==> src/sif_pkg.sv <==
// Shared constants for the sensor interrupt and sample-queue source controller
package sif_pkg;
    // Register bus widths
    localparam int ADDR_W = 7;
    localparam int DATA_W = 8;

    // Register offsets
    localparam logic [6:0] OFS_FIFO_MODE_CFG = 7'h1A;
    localparam logic [6:0] OFS_FIFO_SRC_SEL = 7'h23;
    localparam logic [6:0] OFS_IRQ_PIN_CFG = 7'h37;
    localparam logic [6:0] OFS_IRQ_SRC_MASK = 7'h38;
    localparam logic [6:0] OFS_IRQ_FLAGS = 7'h3A;
    localparam logic [6:0] OFS_THERMAL_HI = 7'h41;
    localparam logic [6:0] OFS_THERMAL_LO = 7'h42;
    localparam logic [6:0] OFS_X_RATE_HI = 7'h43;
    localparam logic [6:0] OFS_X_RATE_LO = 7'h44;
    localparam logic [6:0] OFS_Y_RATE_HI = 7'h45;
    localparam logic [6:0] OFS_Y_RATE_LO = 7'h46;
    localparam logic [6:0] OFS_Z_RATE_HI = 7'h47;
    localparam logic [6:0] OFS_Z_RATE_LO = 7'h48;
    localparam logic [6:0] OFS_USER_CTRL = 7'h6A;
    localparam logic [6:0] OFS_FIFO_DATA = 7'h74;

    // Source select fields
    localparam int BIT_THERMAL_TO_QUEUE = 7;
    localparam int BIT_X_RATE_TO_QUEUE = 6;
    localparam int BIT_Y_RATE_TO_QUEUE = 5;
    localparam int BIT_Z_RATE_TO_QUEUE = 4;
    localparam logic [7:0] SRC_SEL_WMASK = 8'hF0;

    // Pin configuration fields
    localparam int BIT_IRQ_ACTIVE_LOW = 7;
    localparam int BIT_IRQ_OPEN_DRAIN = 6;
    localparam int BIT_IRQ_LATCH = 5;
    localparam int BIT_IRQ_ANY_READ_CLEAR = 4;
    localparam int BIT_FRAME_SYNC_POLARITY = 3;
    localparam int BIT_FRAME_SYNC_IRQ_MODE = 2;
    localparam logic [7:0] PIN_CFG_WMASK = 8'hFC;

    // Mask and flag fields, same positions in both registers
    localparam int BIT_OVERFLOW = 4;
    localparam int BIT_FRAME_SYNC = 3;
    localparam int BIT_DATA_READY = 0;
    localparam logic [7:0] IRQ_BITS_MASK = 8'h19;

    // Queue mode and user control fields
    localparam int BIT_FIFO_KEEP_OLDEST = 6;
    localparam int BIT_FIFO_READ_ENABLE = 6;

    // Reset values
    localparam logic [7:0] RST_FIFO_SRC_SEL = 8'h00;
    localparam logic [7:0] RST_IRQ_PIN_CFG = 8'h00;
    localparam logic [7:0] RST_IRQ_SRC_MASK = 8'h00;
    localparam logic [7:0] RST_IRQ_FLAGS = 8'h00;
    localparam logic [15:0] RST_SAMPLE = 16'h0000;
    localparam logic RST_BIT = 1'b0;

    // Timing
    localparam int CLK_PERIOD_NS = 10;
    localparam int IRQ_PULSE_NS = 50000;
    localparam int IRQ_PULSE_CYCLES = (IRQ_PULSE_NS + CLK_PERIOD_NS - 1) / CLK_PERIOD_NS;

    // Bytes per sample set: four words of two bytes
    localparam int SAMPLE_BYTES = 8;
endpackage

==> src/sif_irq_fifo_ctrl.sv <==
// Interrupt pin, flag register and sample-queue source selection for a rate sensor
//
// The address-and-strobe port was left to the implementer.
`timescale 1ns/100ps
module sif_irq_fifo_ctrl #(
    parameter int PULSE_CYCLES = sif_pkg::IRQ_PULSE_CYCLES
) (
    // Clock and reset
    input wire logic core_clk,
    input wire logic rst_n,
    // Register port
    input wire logic [6:0] reg_addr,
    input wire logic [7:0] reg_wdata,
    input wire logic reg_wr,
    input wire logic reg_rd,
    output logic [7:0] reg_rdata,
    // Sensor samples
    input wire logic sample_tick,
    input wire logic [15:0] temp_sample,
    input wire logic [15:0] x_rate_sample,
    input wire logic [15:0] y_rate_sample,
    input wire logic [15:0] z_rate_sample,
    // Sample queue
    input wire logic fifo_full,
    input wire logic [7:0] fifo_head_data,
    output logic fifo_push,
    output logic [7:0] fifo_push_data,
    output logic fifo_overwrite,
    output logic fifo_pop,
    output logic fifo_read_enable,
    // Pins
    input wire logic frame_sync_pin,
    output logic irq_pin_out,
    output logic irq_pin_oe
);
    typedef enum logic [1:0] {
        SEQ_IDLE,
        SEQ_PUSH,
        SEQ_GAP
    } sif_seq_e;

    // Configuration registers
    logic [7:0] src_sel_q;
    logic [7:0] src_sel_d;
    logic [7:0] pin_cfg_q;
    logic [7:0] pin_cfg_d;
    logic [7:0] irq_mask_q;
    logic [7:0] irq_mask_d;
    logic keep_oldest_q;
    logic keep_oldest_d;
    logic rd_enable_q;
    logic rd_enable_d;

    always_comb begin
        src_sel_d = src_sel_q;
        pin_cfg_d = pin_cfg_q;
        irq_mask_d = irq_mask_q;
        keep_oldest_d = keep_oldest_q;
        rd_enable_d = rd_enable_q;
        if (reg_wr) begin
            case (reg_addr)
                sif_pkg::OFS_FIFO_SRC_SEL: src_sel_d = reg_wdata & sif_pkg::SRC_SEL_WMASK;
                sif_pkg::OFS_IRQ_PIN_CFG: pin_cfg_d = reg_wdata & sif_pkg::PIN_CFG_WMASK;
                sif_pkg::OFS_IRQ_SRC_MASK: irq_mask_d = reg_wdata & sif_pkg::IRQ_BITS_MASK;
                sif_pkg::OFS_FIFO_MODE_CFG: keep_oldest_d = reg_wdata[sif_pkg::BIT_FIFO_KEEP_OLDEST];
                sif_pkg::OFS_USER_CTRL: rd_enable_d = reg_wdata[sif_pkg::BIT_FIFO_READ_ENABLE];
                default: begin
                end
            endcase
        end
    end

    always_ff @(posedge core_clk or negedge rst_n) begin
        if (!rst_n) begin
            src_sel_q <= sif_pkg::RST_FIFO_SRC_SEL;
            pin_cfg_q <= sif_pkg::RST_IRQ_PIN_CFG;
            irq_mask_q <= sif_pkg::RST_IRQ_SRC_MASK;
            keep_oldest_q <= sif_pkg::RST_BIT;
            rd_enable_q <= sif_pkg::RST_BIT;
        end else begin
            src_sel_q <= src_sel_d;
            pin_cfg_q <= pin_cfg_d;
            irq_mask_q <= irq_mask_d;
            keep_oldest_q <= keep_oldest_d;
            rd_enable_q <= rd_enable_d;
        end
    end

    // Sensor output registers, refreshed together on every tick
    logic [15:0] temp_q;
    logic [15:0] temp_d;
    logic [15:0] x_q;
    logic [15:0] x_d;
    logic [15:0] y_q;
    logic [15:0] y_d;
    logic [15:0] z_q;
    logic [15:0] z_d;

    always_comb begin
        temp_d = temp_q;
        x_d = x_q;
        y_d = y_q;
        z_d = z_q;
        if (sample_tick) begin
            temp_d = temp_sample;
            x_d = x_rate_sample;
            y_d = y_rate_sample;
            z_d = z_rate_sample;
        end
    end

    always_ff @(posedge core_clk or negedge rst_n) begin
        if (!rst_n) begin
            temp_q <= sif_pkg::RST_SAMPLE;
            x_q <= sif_pkg::RST_SAMPLE;
            y_q <= sif_pkg::RST_SAMPLE;
            z_q <= sif_pkg::RST_SAMPLE;
        end else begin
            temp_q <= temp_d;
            x_q <= x_d;
            y_q <= y_d;
            z_q <= z_d;
        end
    end

    // Push sequencer: one byte every other cycle so the queue's full flag settles
    logic [63:0] sample_bytes;
    logic [7:0] sel_bytes;
    sif_seq_e seq_q;
    sif_seq_e seq_d;
    logic [7:0] pend_q;
    logic [7:0] pend_d;
    logic push_q;
    logic push_d;
    logic [7:0] push_data_q;
    logic [7:0] push_data_d;
    logic overwrite_q;
    logic overwrite_d;
    logic overflow_evt;
    logic [2:0] pick;

    assign sample_bytes = {temp_q, x_q, y_q, z_q};
    assign sel_bytes = {{2{src_sel_q[sif_pkg::BIT_THERMAL_TO_QUEUE]}},
                        {2{src_sel_q[sif_pkg::BIT_X_RATE_TO_QUEUE]}},
                        {2{src_sel_q[sif_pkg::BIT_Y_RATE_TO_QUEUE]}},
                        {2{src_sel_q[sif_pkg::BIT_Z_RATE_TO_QUEUE]}}};

    always_comb begin
        pick = 3'h0;
        for (int i = 0; i < sif_pkg::SAMPLE_BYTES; i++) begin
            if (pend_q[i]) begin
                pick = 3'(i);
            end
        end
    end

    always_comb begin
        seq_d = seq_q;
        pend_d = pend_q;
        push_d = 1'b0;
        push_data_d = push_data_q;
        overwrite_d = 1'b0;
        overflow_evt = 1'b0;
        case (seq_q)
            SEQ_IDLE: begin
                seq_d = SEQ_IDLE;
            end
            SEQ_PUSH: begin
                push_data_d = sample_bytes[{pick, 3'h0} +: 8];
                pend_d[pick] = 1'b0;
                if (fifo_full) begin
                    overflow_evt = 1'b1;
                    push_d = !keep_oldest_q;
                    overwrite_d = !keep_oldest_q;
                end else begin
                    push_d = 1'b1;
                end
                seq_d = SEQ_GAP;
            end
            SEQ_GAP: begin
                seq_d = (pend_q != 8'h00) ? SEQ_PUSH : SEQ_IDLE;
            end
            default: begin
                seq_d = SEQ_IDLE;
            end
        endcase
        if (sample_tick) begin
            // A new tick restarts the set from the fresh sample
            pend_d = sel_bytes;
            seq_d = (sel_bytes != 8'h00) ? SEQ_GAP : SEQ_IDLE;
        end
    end

    always_ff @(posedge core_clk or negedge rst_n) begin
        if (!rst_n) begin
            seq_q <= SEQ_IDLE;
            pend_q <= 8'h00;
            push_q <= 1'b0;
            push_data_q <= 8'h00;
            overwrite_q <= 1'b0;
        end else begin
            seq_q <= seq_d;
            pend_q <= pend_d;
            push_q <= push_d;
            push_data_q <= push_data_d;
            overwrite_q <= overwrite_d;
        end
    end

    // Frame-sync pin detection
    logic frame_sync_pin_lvl;
    logic frame_sync_pin_act_q;
    logic frame_sync_pin_act_d;
    logic frame_sync_pin_evt;

    sif_sync u_frame_sync_pin_sync (
        .core_clk(core_clk),
        .rst_n(rst_n),
        .async_in(frame_sync_pin),
        .sync_out(frame_sync_pin_lvl)
    );

    always_comb begin
        frame_sync_pin_act_d = frame_sync_pin_lvl ^ pin_cfg_q[sif_pkg::BIT_FRAME_SYNC_POLARITY];
        frame_sync_pin_evt = frame_sync_pin_act_d && !frame_sync_pin_act_q && pin_cfg_q[sif_pkg::BIT_FRAME_SYNC_IRQ_MODE];
    end

    always_ff @(posedge core_clk or negedge rst_n) begin
        if (!rst_n) begin
            frame_sync_pin_act_q <= 1'b0;
        end else begin
            frame_sync_pin_act_q <= frame_sync_pin_act_d;
        end
    end

    // Flags: a set in the clearing cycle survives
    logic [7:0] flags_q;
    logic [7:0] flags_d;
    logic [7:0] set_vec;
    logic flag_clear;

    always_comb begin
        set_vec = 8'h00;
        set_vec[sif_pkg::BIT_OVERFLOW] = overflow_evt;
        set_vec[sif_pkg::BIT_FRAME_SYNC] = frame_sync_pin_evt;
        set_vec[sif_pkg::BIT_DATA_READY] = sample_tick;
        flag_clear = reg_rd && ((reg_addr == sif_pkg::OFS_IRQ_FLAGS)
                     || pin_cfg_q[sif_pkg::BIT_IRQ_ANY_READ_CLEAR]);
        flags_d = (flag_clear ? 8'h00 : flags_q) | set_vec;
    end

    always_ff @(posedge core_clk or negedge rst_n) begin
        if (!rst_n) begin
            flags_q <= sif_pkg::RST_IRQ_FLAGS;
        end else begin
            flags_q <= flags_d;
        end
    end

    // Interrupt pin
    logic pulse_start;
    logic pulse_busy;
    logic irq_active;
    logic pin_lvl;
    logic irq_out_q;
    logic irq_out_d;
    logic irq_oe_q;
    logic irq_oe_d;

    // Mask gates each source onto the pin
    assign pulse_start = ((set_vec & irq_mask_q) != 8'h00)
                         && !pin_cfg_q[sif_pkg::BIT_IRQ_LATCH];

    sif_pulse_timer #(
        .CYCLES(PULSE_CYCLES)
    ) u_pulse (
        .core_clk(core_clk),
        .rst_n(rst_n),
        .start(pulse_start),
        .busy(pulse_busy)
    );

    always_comb begin
        irq_active = pin_cfg_q[sif_pkg::BIT_IRQ_LATCH] ? ((flags_q & irq_mask_q) != 8'h00)
                     : pulse_busy;
        pin_lvl = irq_active ^ pin_cfg_q[sif_pkg::BIT_IRQ_ACTIVE_LOW];
        if (pin_cfg_q[sif_pkg::BIT_IRQ_OPEN_DRAIN]) begin
            // Open drain only pulls low; high level comes from the pull-up
            irq_out_d = 1'b0;
            irq_oe_d = !pin_lvl;
        end else begin
            irq_out_d = pin_lvl;
            irq_oe_d = 1'b1;
        end
    end

    always_ff @(posedge core_clk or negedge rst_n) begin
        if (!rst_n) begin
            irq_out_q <= 1'b0;
            irq_oe_q <= 1'b1;
        end else begin
            irq_out_q <= irq_out_d;
            irq_oe_q <= irq_oe_d;
        end
    end

    // Register read-back, valid in the cycle after the strobe only
    logic [7:0] rdata_q;
    logic [7:0] rdata_d;
    logic pop_q;
    logic pop_d;

    always_comb begin
        rdata_d = 8'h00;
        pop_d = 1'b0;
        if (reg_rd) begin
            case (reg_addr)
                sif_pkg::OFS_FIFO_SRC_SEL: rdata_d = src_sel_q;
                sif_pkg::OFS_IRQ_PIN_CFG: rdata_d = pin_cfg_q;
                sif_pkg::OFS_IRQ_SRC_MASK: rdata_d = irq_mask_q;
                sif_pkg::OFS_IRQ_FLAGS: rdata_d = flags_q;
                sif_pkg::OFS_THERMAL_HI: rdata_d = temp_q[15:8];
                sif_pkg::OFS_THERMAL_LO: rdata_d = temp_q[7:0];
                sif_pkg::OFS_X_RATE_HI: rdata_d = x_q[15:8];
                sif_pkg::OFS_X_RATE_LO: rdata_d = x_q[7:0];
                sif_pkg::OFS_Y_RATE_HI: rdata_d = y_q[15:8];
                sif_pkg::OFS_Y_RATE_LO: rdata_d = y_q[7:0];
                sif_pkg::OFS_Z_RATE_HI: rdata_d = z_q[15:8];
                sif_pkg::OFS_Z_RATE_LO: rdata_d = z_q[7:0];
                sif_pkg::OFS_FIFO_MODE_CFG: rdata_d = {1'b0, keep_oldest_q, 6'h00};
                sif_pkg::OFS_USER_CTRL: rdata_d = {1'b0, rd_enable_q, 6'h00};
                sif_pkg::OFS_FIFO_DATA: begin
                    if (rd_enable_q) begin
                        rdata_d = fifo_head_data;
                        pop_d = 1'b1;
                    end
                end
                default: rdata_d = 8'h00;
            endcase
        end
    end

    always_ff @(posedge core_clk or negedge rst_n) begin
        if (!rst_n) begin
            rdata_q <= 8'h00;
            pop_q <= 1'b0;
        end else begin
            rdata_q <= rdata_d;
            pop_q <= pop_d;
        end
    end

    assign reg_rdata = rdata_q;
    assign fifo_push = push_q;
    assign fifo_push_data = push_data_q;
    assign fifo_overwrite = overwrite_q;
    assign fifo_pop = pop_q;
    assign fifo_read_enable = rd_enable_q;
    assign irq_pin_out = irq_out_q;
    assign irq_pin_oe = irq_oe_q;
endmodule

==> src/sif_sync.sv <==
// Two-flop synchroniser for an asynchronous pin
`timescale 1ns/100ps
module sif_sync (
    // Clock and reset
    input wire logic core_clk,
    input wire logic rst_n,
    // Pin in, synchronised level out
    input wire logic async_in,
    output logic sync_out
);
    logic meta_q;
    logic meta_d;
    logic sync_q;
    logic sync_d;

    always_comb begin
        meta_d = async_in;
        sync_d = meta_q;
    end

    always_ff @(posedge core_clk or negedge rst_n) begin
        if (!rst_n) begin
            meta_q <= 1'b0;
            sync_q <= 1'b0;
        end else begin
            meta_q <= meta_d;
            sync_q <= sync_d;
        end
    end

    assign sync_out = sync_q;
endmodule

==> src/sif_pulse_timer.sv <==
// Retriggerable pulse timer counting core clock cycles
`timescale 1ns/100ps
module sif_pulse_timer #(
    parameter int CYCLES = 5000
) (
    // Clock and reset
    input wire logic core_clk,
    input wire logic rst_n,
    // Start pulse, busy level
    input wire logic start,
    output logic busy
);
    localparam int CNT_W = $clog2(CYCLES + 1);
    localparam logic [CNT_W-1:0] LOAD = CNT_W'(CYCLES);

    logic [CNT_W-1:0] cnt_q;
    logic [CNT_W-1:0] cnt_d;

    always_comb begin
        cnt_d = cnt_q;
        if (start) begin
            cnt_d = LOAD;
        end else if (cnt_q != '0) begin
            cnt_d = cnt_q - 1'b1;
        end
    end

    always_ff @(posedge core_clk or negedge rst_n) begin
        if (!rst_n) begin
            cnt_q <= '0;
        end else begin
            cnt_q <= cnt_d;
        end
    end

    assign busy = (cnt_q != '0);
endmodule

==> config.mk <==
export PLATFORM = sky130hd
export DESIGN_NAME = sif_irq_fifo_ctrl
export DESIGN_NICKNAME = d
export VERILOG_FILES = /design/src/sif_pkg.sv /design/src/sif_irq_fifo_ctrl.sv /design/src/sif_sync.sv /design/src/sif_pulse_timer.sv
export SDC_FILE = /design/constraint.sdc
export NUM_CORES = 1
export LEC_CHECK = 0
export ABC_AREA = 1
export BUFFER_PORTS_ARGS = -buffer_cell sky130_fd_sc_hd__buf_2
export CORE_ASPECT_RATIO = 0.8
export CORE_MARGIN = 3
export CORE_UTILIZATION = 36
export CTS_BUF_LIST = sky130_fd_sc_hd__clkbuf_8
export DETAILED_ROUTE_END_ITERATION = 8
export PLACE_DENSITY = 0.63
export SETUP_SLACK_MARGIN = 0.2
export SYNTH_ARGS = -nofsm -noshare
export SYNTH_HDL_FRONTEND = slang
export SYNTH_SLANG_ARGS = --single-unit
==> constraint.sdc <==
create_clock -name core_clk -period 4.3 [get_ports core_clk]
set_clock_uncertainty 0.1 [all_clocks]
set_input_delay 0.86 -clock core_clk [delete_from_list [all_inputs] [get_ports core_clk]]
set_output_delay 0.86 -clock core_clk [all_outputs]
set_load 0.01 [all_outputs]
; ---- Yosys cells after proc, flatten, opt, wreduce, memory -nomap -nowiden
; Cells that the tools add are included.
; W data, S select, Z words.
[classes]
bitwise = 7
n_lt_le_gt_ge = 2
muxes = 33
add_sub_neg = 1
reduce_logical = 22
n_shift = 1
eq_ne = 17
[ops]
columns = operator, count
row1 = $pmux W8 S15, 1
row2 = $eq A7 B7 Y1 const B, 10
row3 = $shiftx A64 B7 Y8, 1
row4 = $mux W8, 5
row5 = $reduce_bool A8 Y1, 4
row6 = $eq A7 B6 Y1 const B, 4
row7 = $mux W13, 2
row8 = $mux W3, 6
row9 = $mux W1, 15
row10 = $reduce_bool A13 Y1, 1
row11 = $sub A13 B1 Y13 const B, 1
row12 = $reduce_and A2 Y1, 5
row13 = $and A8 B5 Y8, 1
row14 = $and A8 B8 Y8, 1
row15 = $not A8 Y8, 1
row16 = $or A8 B5 Y8, 1
row17 = $eq A7 B5 Y1 const B, 1
row18 = $and A5 B5 Y5, 1
row19 = $logic_and A1 B1 Y1, 5
row20 = $logic_not A1 Y1, 4
row21 = $lt A3 B4 Y1 const B, 1
row22 = $mux W2, 2
row23 = $pmux W2 S2, 1
row24 = $reduce_bool A2 Y1, 2
row25 = other kinds (6), 7
[word_totals]
regBits = 134
inputBits = 94
output_inout_bits = 22
elab_cells = 106

; ---- Depth between registers and ports, before layout
[logic_depth]
word_depth = 15
mapped_depth = 13

; ---- Modules after synthesis
; A second synthesis with hierarchy kept.
[unflattened]
cells_unflattened = 907
area_unflattened_um2 = 6790.3
[modules_own_cells]
columns = mod, instances, area_per_inst_um2, seq_area_each_um2, cells_each
row1 = sif_irq_fifo_ctrl, 1, 5861.9, 2854.0, 787
row2 = sif_pulse_timer, 1, 878.3, 325.3, 118
row3 = sif_sync, 1, 50.0, 50.0, 2

; ---- Worst setup path before layout
; Ideal clock, no wire load.
[synth_timing]
kind = in2reg
from = in sample_tick
to = reg flags_q[0]
setup_slack_ns = 2.363
t_arrival_ns = 1.695
stages = 5
n_path_buf = 3
setup_time_ns = 0.142
path_cell_list = buf_2 inv_2 clkbuf_1 buf_1 o21ai_0
[synth_via]
elab_chain_cells = 1
[synth_rtl]
columns = item, line
row1 = "start, declared", sif_irq_fifo_ctrl.sv:18  ; input wire logic sample_tick,
row2 = $or A8 B5 Y8, sif_irq_fifo_ctrl.sv:249  ; flags_d = (flag_clear ? 8'h00 : flags_q) | set_vec;
row3 = via flags_d[0], sif_irq_fifo_ctrl.sv:238  ; logic [7:0] flags_d;
row4 = "end signal, assigned", sif_irq_fifo_ctrl.sv:254  ; flags_q <= sif_pkg::RST_IRQ_FLAGS;
row5 = "end signal, assigned", sif_irq_fifo_ctrl.sv:256  ; flags_q <= flags_d;
row6 = "end, declared", sif_irq_fifo_ctrl.sv:237  ; logic [7:0] flags_q;
; The timed path passes the listed nets, and every way through them passes these cells.
; A chain may end at the register's enable or synchronous reset.

; ---- Worst setup path in the final report
[layout_timing]
from = reg pend_q[1]
to = reg push_data_q[7] (netlist: fifo_push_data[7])
[layout_via]
elab_chain_cells = 8
[layout_rtl]
columns = item, line
row1 = "start, declared", sif_irq_fifo_ctrl.sv:131  ; logic [7:0] pend_q;
row2 = "start signal, assigned", sif_irq_fifo_ctrl.sv:203  ; pend_q <= pend_d;
row3 = $mux W1, sif_irq_fifo_ctrl.sv:151  ; if (pend_q[i]) begin
row4 = $mux W3 (6 in series), sif_irq_fifo_ctrl.sv:151
row5 = $shiftx A64 B7 Y8, sif_irq_fifo_ctrl.sv:169  ; push_data_d = sample_bytes[{pick, 3'h0} +: 8];
row6 = "end signal, assigned", sif_irq_fifo_ctrl.sv:205  ; push_data_q <= push_data_d;
row7 = "end, declared", sif_irq_fifo_ctrl.sv:135  ; logic [7:0] push_data_q;
; No other way between the ends.

==> run summary <==
The flow ran to the end, and the final reports show no timing, DRC or antenna violations. The max capacitance violation total was 0; the fmax was 0.4040 GHz. After detailed routing, the wire length on met1 is 9880 µm. The initial utilization of the core area, before any placement, comes to 37.60%. The worst hold path stage count is 0, and the wire length on met2 is 8456 µm. The setup TNS is 0 ns, and the final layout net count is 1081.

The worst-case register-to-register setup slack was 1.82 ns; the global routing usage summed across all routing layers was 20.52%. Global routing finished with a remaining overflow of 0. For the cell count after synthesis, the log shows 875.

The worst hold path belongs to the class flip-flop to flip-flop. The proportion of netlist area held by the largest area contributor came out at 47.83%. In the layout the commonest cells are sky130_fd_sc_hd__nand2_1 (229), sky130_fd_sc_hd__dfrtp_1 (128), sky130_fd_sc_hd__inv_1 (117).

The logs give 0 for the max-slew violation count and 17810 µm² for the core footprint. For the worst flop-to-flop path, the logic depth is 10. Measured against its own limit, the worst slew margin works out to 27.92%. The start point of the critical path was pend_q[1].

The count of routing violations after the opening detailed-route iteration was 703. The end of the worst hold path was u_frame_sync_pin_sync.sync_out. Once routing completed, OpenROAD measured the worst setup slack at 1.825 ns. The worst flop-to-flop path endpoint was fifo_push_data[7].

In this run the remaining antenna-violating nets after routing total 0. The pre-antenna-repair detailed-routing pass consisted of 5 iterations. The via count of the first global-routing pass is 5742. The launch instance of the worst min-delay path was u_frame_sync_pin_sync.meta_q.

The count of cells in the finished layout, fillers not included, comes to 1243. The worst register-to-register path begins at pend_q[1]. The tools report the net count of the mapped netlist as 974. The logs give 43.89% for the share of the core filled with cells and 0 for the buffer count from post-CTS setup fixing. At the pin with the least slew margin, the transition time is 1.081 ns. The worst-case clock buffer depth was 2. By area the synthesized netlist is led by sky130_fd_sc_hd__dfrtp_1 (48%), sky130_fd_sc_hd__nand2_1 (13%), sky130_fd_sc_hd__o21ai_0 (7.0%), sky130_fd_sc_hd__inv_1 (6.5%), sky130_fd_sc_hd__nor2_1 (4.8%).

Post-detailed-route via-to-cell ratio: 5.016. Setup repair after global routing left no endpoint under its margin. The detailed router placed 6235 vias in this run. The first global-routing pass estimated 31630 µm of wire.

The initialized floorplan defines 43 standard-cell rows. The highest ir drop seen on vdd was 0.1857 mV; the number of I/O pins was 116. Data on the critical path arrives at its endpoint at 2.71 ns. Unique cell type count in the Yosys netlist: 40. The logs give 48.22% for the sequential cell area fraction in the yosys report and 0.9047 for the final estimated routing congestion in global placement. Including well taps, the total number of placed cells is 1210. The synthesized design contains 129 register bits. The run gives 4 as the deepest level of the CTS H-tree. The library cell used most frequently in the layout, excluding fill and tap cells, is sky130_fd_sc_hd__nand2_1.

The number of antenna violations at the first check in global routing came out at 2. Clock-pin slew was measured on the worst setup and hold paths at 0.08 ns. Entering global routing, the biggest net connects 126 pins. The final instance area is 7816 µm².

Nature of the critical path endpoint: a flip-flop. Category of the critical setup timing path: flip-flop to flip-flop. The width of the chip was 158.5 µm; the number of buffers inserted by port buffering was 114.

In the final layout, the share of cells above drive strength 1 is 17.69%. Post-CTS repair changed the size of 0 cells. The mean instance size in the synthesized netlist was 7.653 µm²; the final worst-path cycle share was 57.56%. The tree built by TritonCTS fans out to 129 sinks. For the number of CTS-inserted buffers, the log shows 17. OpenSTA, run right after detailed placement, puts the worst setup slack at 1.773 ns. The Yosys step of the flow raised 0 warnings.

For the residual DRC count, the log shows 0. The routed length per instance was 16.53 µm; the clock latency on the worst-skew pair was 0.45 ns. The highest signal layer in the routed design is met5. The logs give 7448 µm² for the post-placement cell area and 20540 µm for the routed wire length. The most area-hungry cell type in the Yosys netlist was sky130_fd_sc_hd__dfrtp_1.

After detailed routing, the met3 layer carries 1764 µm of wire. Measured along the y axis, the die boundary spans 128.0 µm. The run gives 0 as the count of endpoints failing setup in the final report. STA classifies the critical path startpoint as a flip-flop. The detailed-placement wirelength estimate is 15010 µm, and the post-cts hold buffer count is 0.

The clock period could shrink to 2.475 ns. For this design the static power due to leakage is 4.036 nW. In this run the cell area of the synthesized design comes to 6696 µm². The tree is rooted in a sky130_fd_sc_hd__clkbuf_8. In this run the power density over the cells is 390.9 nW/µm².

Overall power consumption after layout is estimated at 3.056 mW. TritonCTS built the clock tree. The floorplan step defined a die boundary enclosing 20280 µm². For the worst setup path, the data required time is 4.53 ns. The maximum fanout count along the critical path works out to 38.

The synthesis-to-layout area growth was 16.72%. The hold violation count in the final report was 0; the worst hold slack across all endpoints was 0.2575 ns.
-- cell families (layout without fill, tap and decap cells) --
logic type / after synthesis / count (layout) / synth area share (%)
other cells: 0 / 1 / 0
flops: 129 / 129 / 48.23
compound gates: 163 / 163 / 13.17
simple gates: 418 / 418 / 27.09
xor+xnor: 6 / 6 / 0.7847
fa+ha+maj: 5 / 5 / 0.9342
buf+inv: 152 / 272 / 9.455
mux: 2 / 2 / 0.3363
-- state kept, by name, indices dropped and copies added, names as in the netlist, 2 cells and up --
signal / flops
fifo_push_data: 8
flags_q: 3
irq_mask_q: 3
pend_q: 8
pin_cfg_q: 6
reg_rdata: 8
seq_q: 2
src_sel_q: 4
temp_q: 16
u_pulse.cnt_q: 13
x_q: 16
y_q: 16
z_q: 16
-- power breakdown --
group | switching, mW | internal [mW] | total, mW
Clock | 0.519 | 0.467 | 0.986
Combinational | 0.435 | 0.204 | 0.639
Sequential | 0.0944 | 1.34 | 1.43
-- Yosys cell counts (all sizes together) --
master	instances
ha	5
inv	121
o22ai	18
nor3	11
nand3	47
a211oi	3
nand2	236
a31oi	1
o211ai	2
nor2	91
xnor2	1
buf	20
nand4	27
o2111ai	1
o31ai	3
clkinv	1
nor4	4
a21oi	38
o221ai	1
or2	2
xor2	5
clkbuf	10
mux2	2
o21ai	96
dfstp	1
dfrtp	128
-- critical path, cell delays in order, from the launching register on --
cell	delay, ns
sky130_fd_sc_hd__dfrtp_1	0.41
sky130_fd_sc_hd__nand2_1	0.07
sky130_fd_sc_hd__nand2_1	0.05
sky130_fd_sc_hd__nand2_1	0.09
sky130_fd_sc_hd__nand2_2	0.09
sky130_fd_sc_hd__nand2_2	0.56
sky130_fd_sc_hd__nand2_2	0.44
sky130_fd_sc_hd__nand3_1	0.17
sky130_fd_sc_hd__nand2_1	0.07
sky130_fd_sc_hd__nor2_1	0.19
sky130_fd_sc_hd__a21oi_1	0.09
-- layer usage --
| layer | GRT usage (%) | vias to the layer above |
|---|---|---|
| li1 | - | 3044 |
| met1 | 31.90 | 2869 |
| met2 | 27.94 | 279 |
| met3 | 5.062 | 41 |
| met4 | 6.019 | 2 |
| met5 | 0 | - |
-- cell type report --
class	instances	area (µm²)
fillers	1834	9992
flip-flops and latches	129	3229
multi-input cells	594	2834
repair buffers	118	618.1
inverters	122	457.9
well taps	247	309.0
clock buffers	18	247.7
clock inverters	14	117.6
diodes	1	2.502
-- worst max path at each step --
stage / slack [ns] / cells past startpoint / endpoint
2_1_floorplan: 2.36 / 5 / flags_q[0]
3_3_place_gp: 1.77 / 12 / reg_rdata[1]
3_5_place_dp: 1.77 / 12 / reg_rdata[1]
4_1_cts: 1.87 / 10 / fifo_push_data[7]
5_1_grt: 1.54 / 9 / fifo_push_data[1]
6_report: 1.82 / 10 / fifo_push_data[7]
Power figures use the tool's default switching activity.
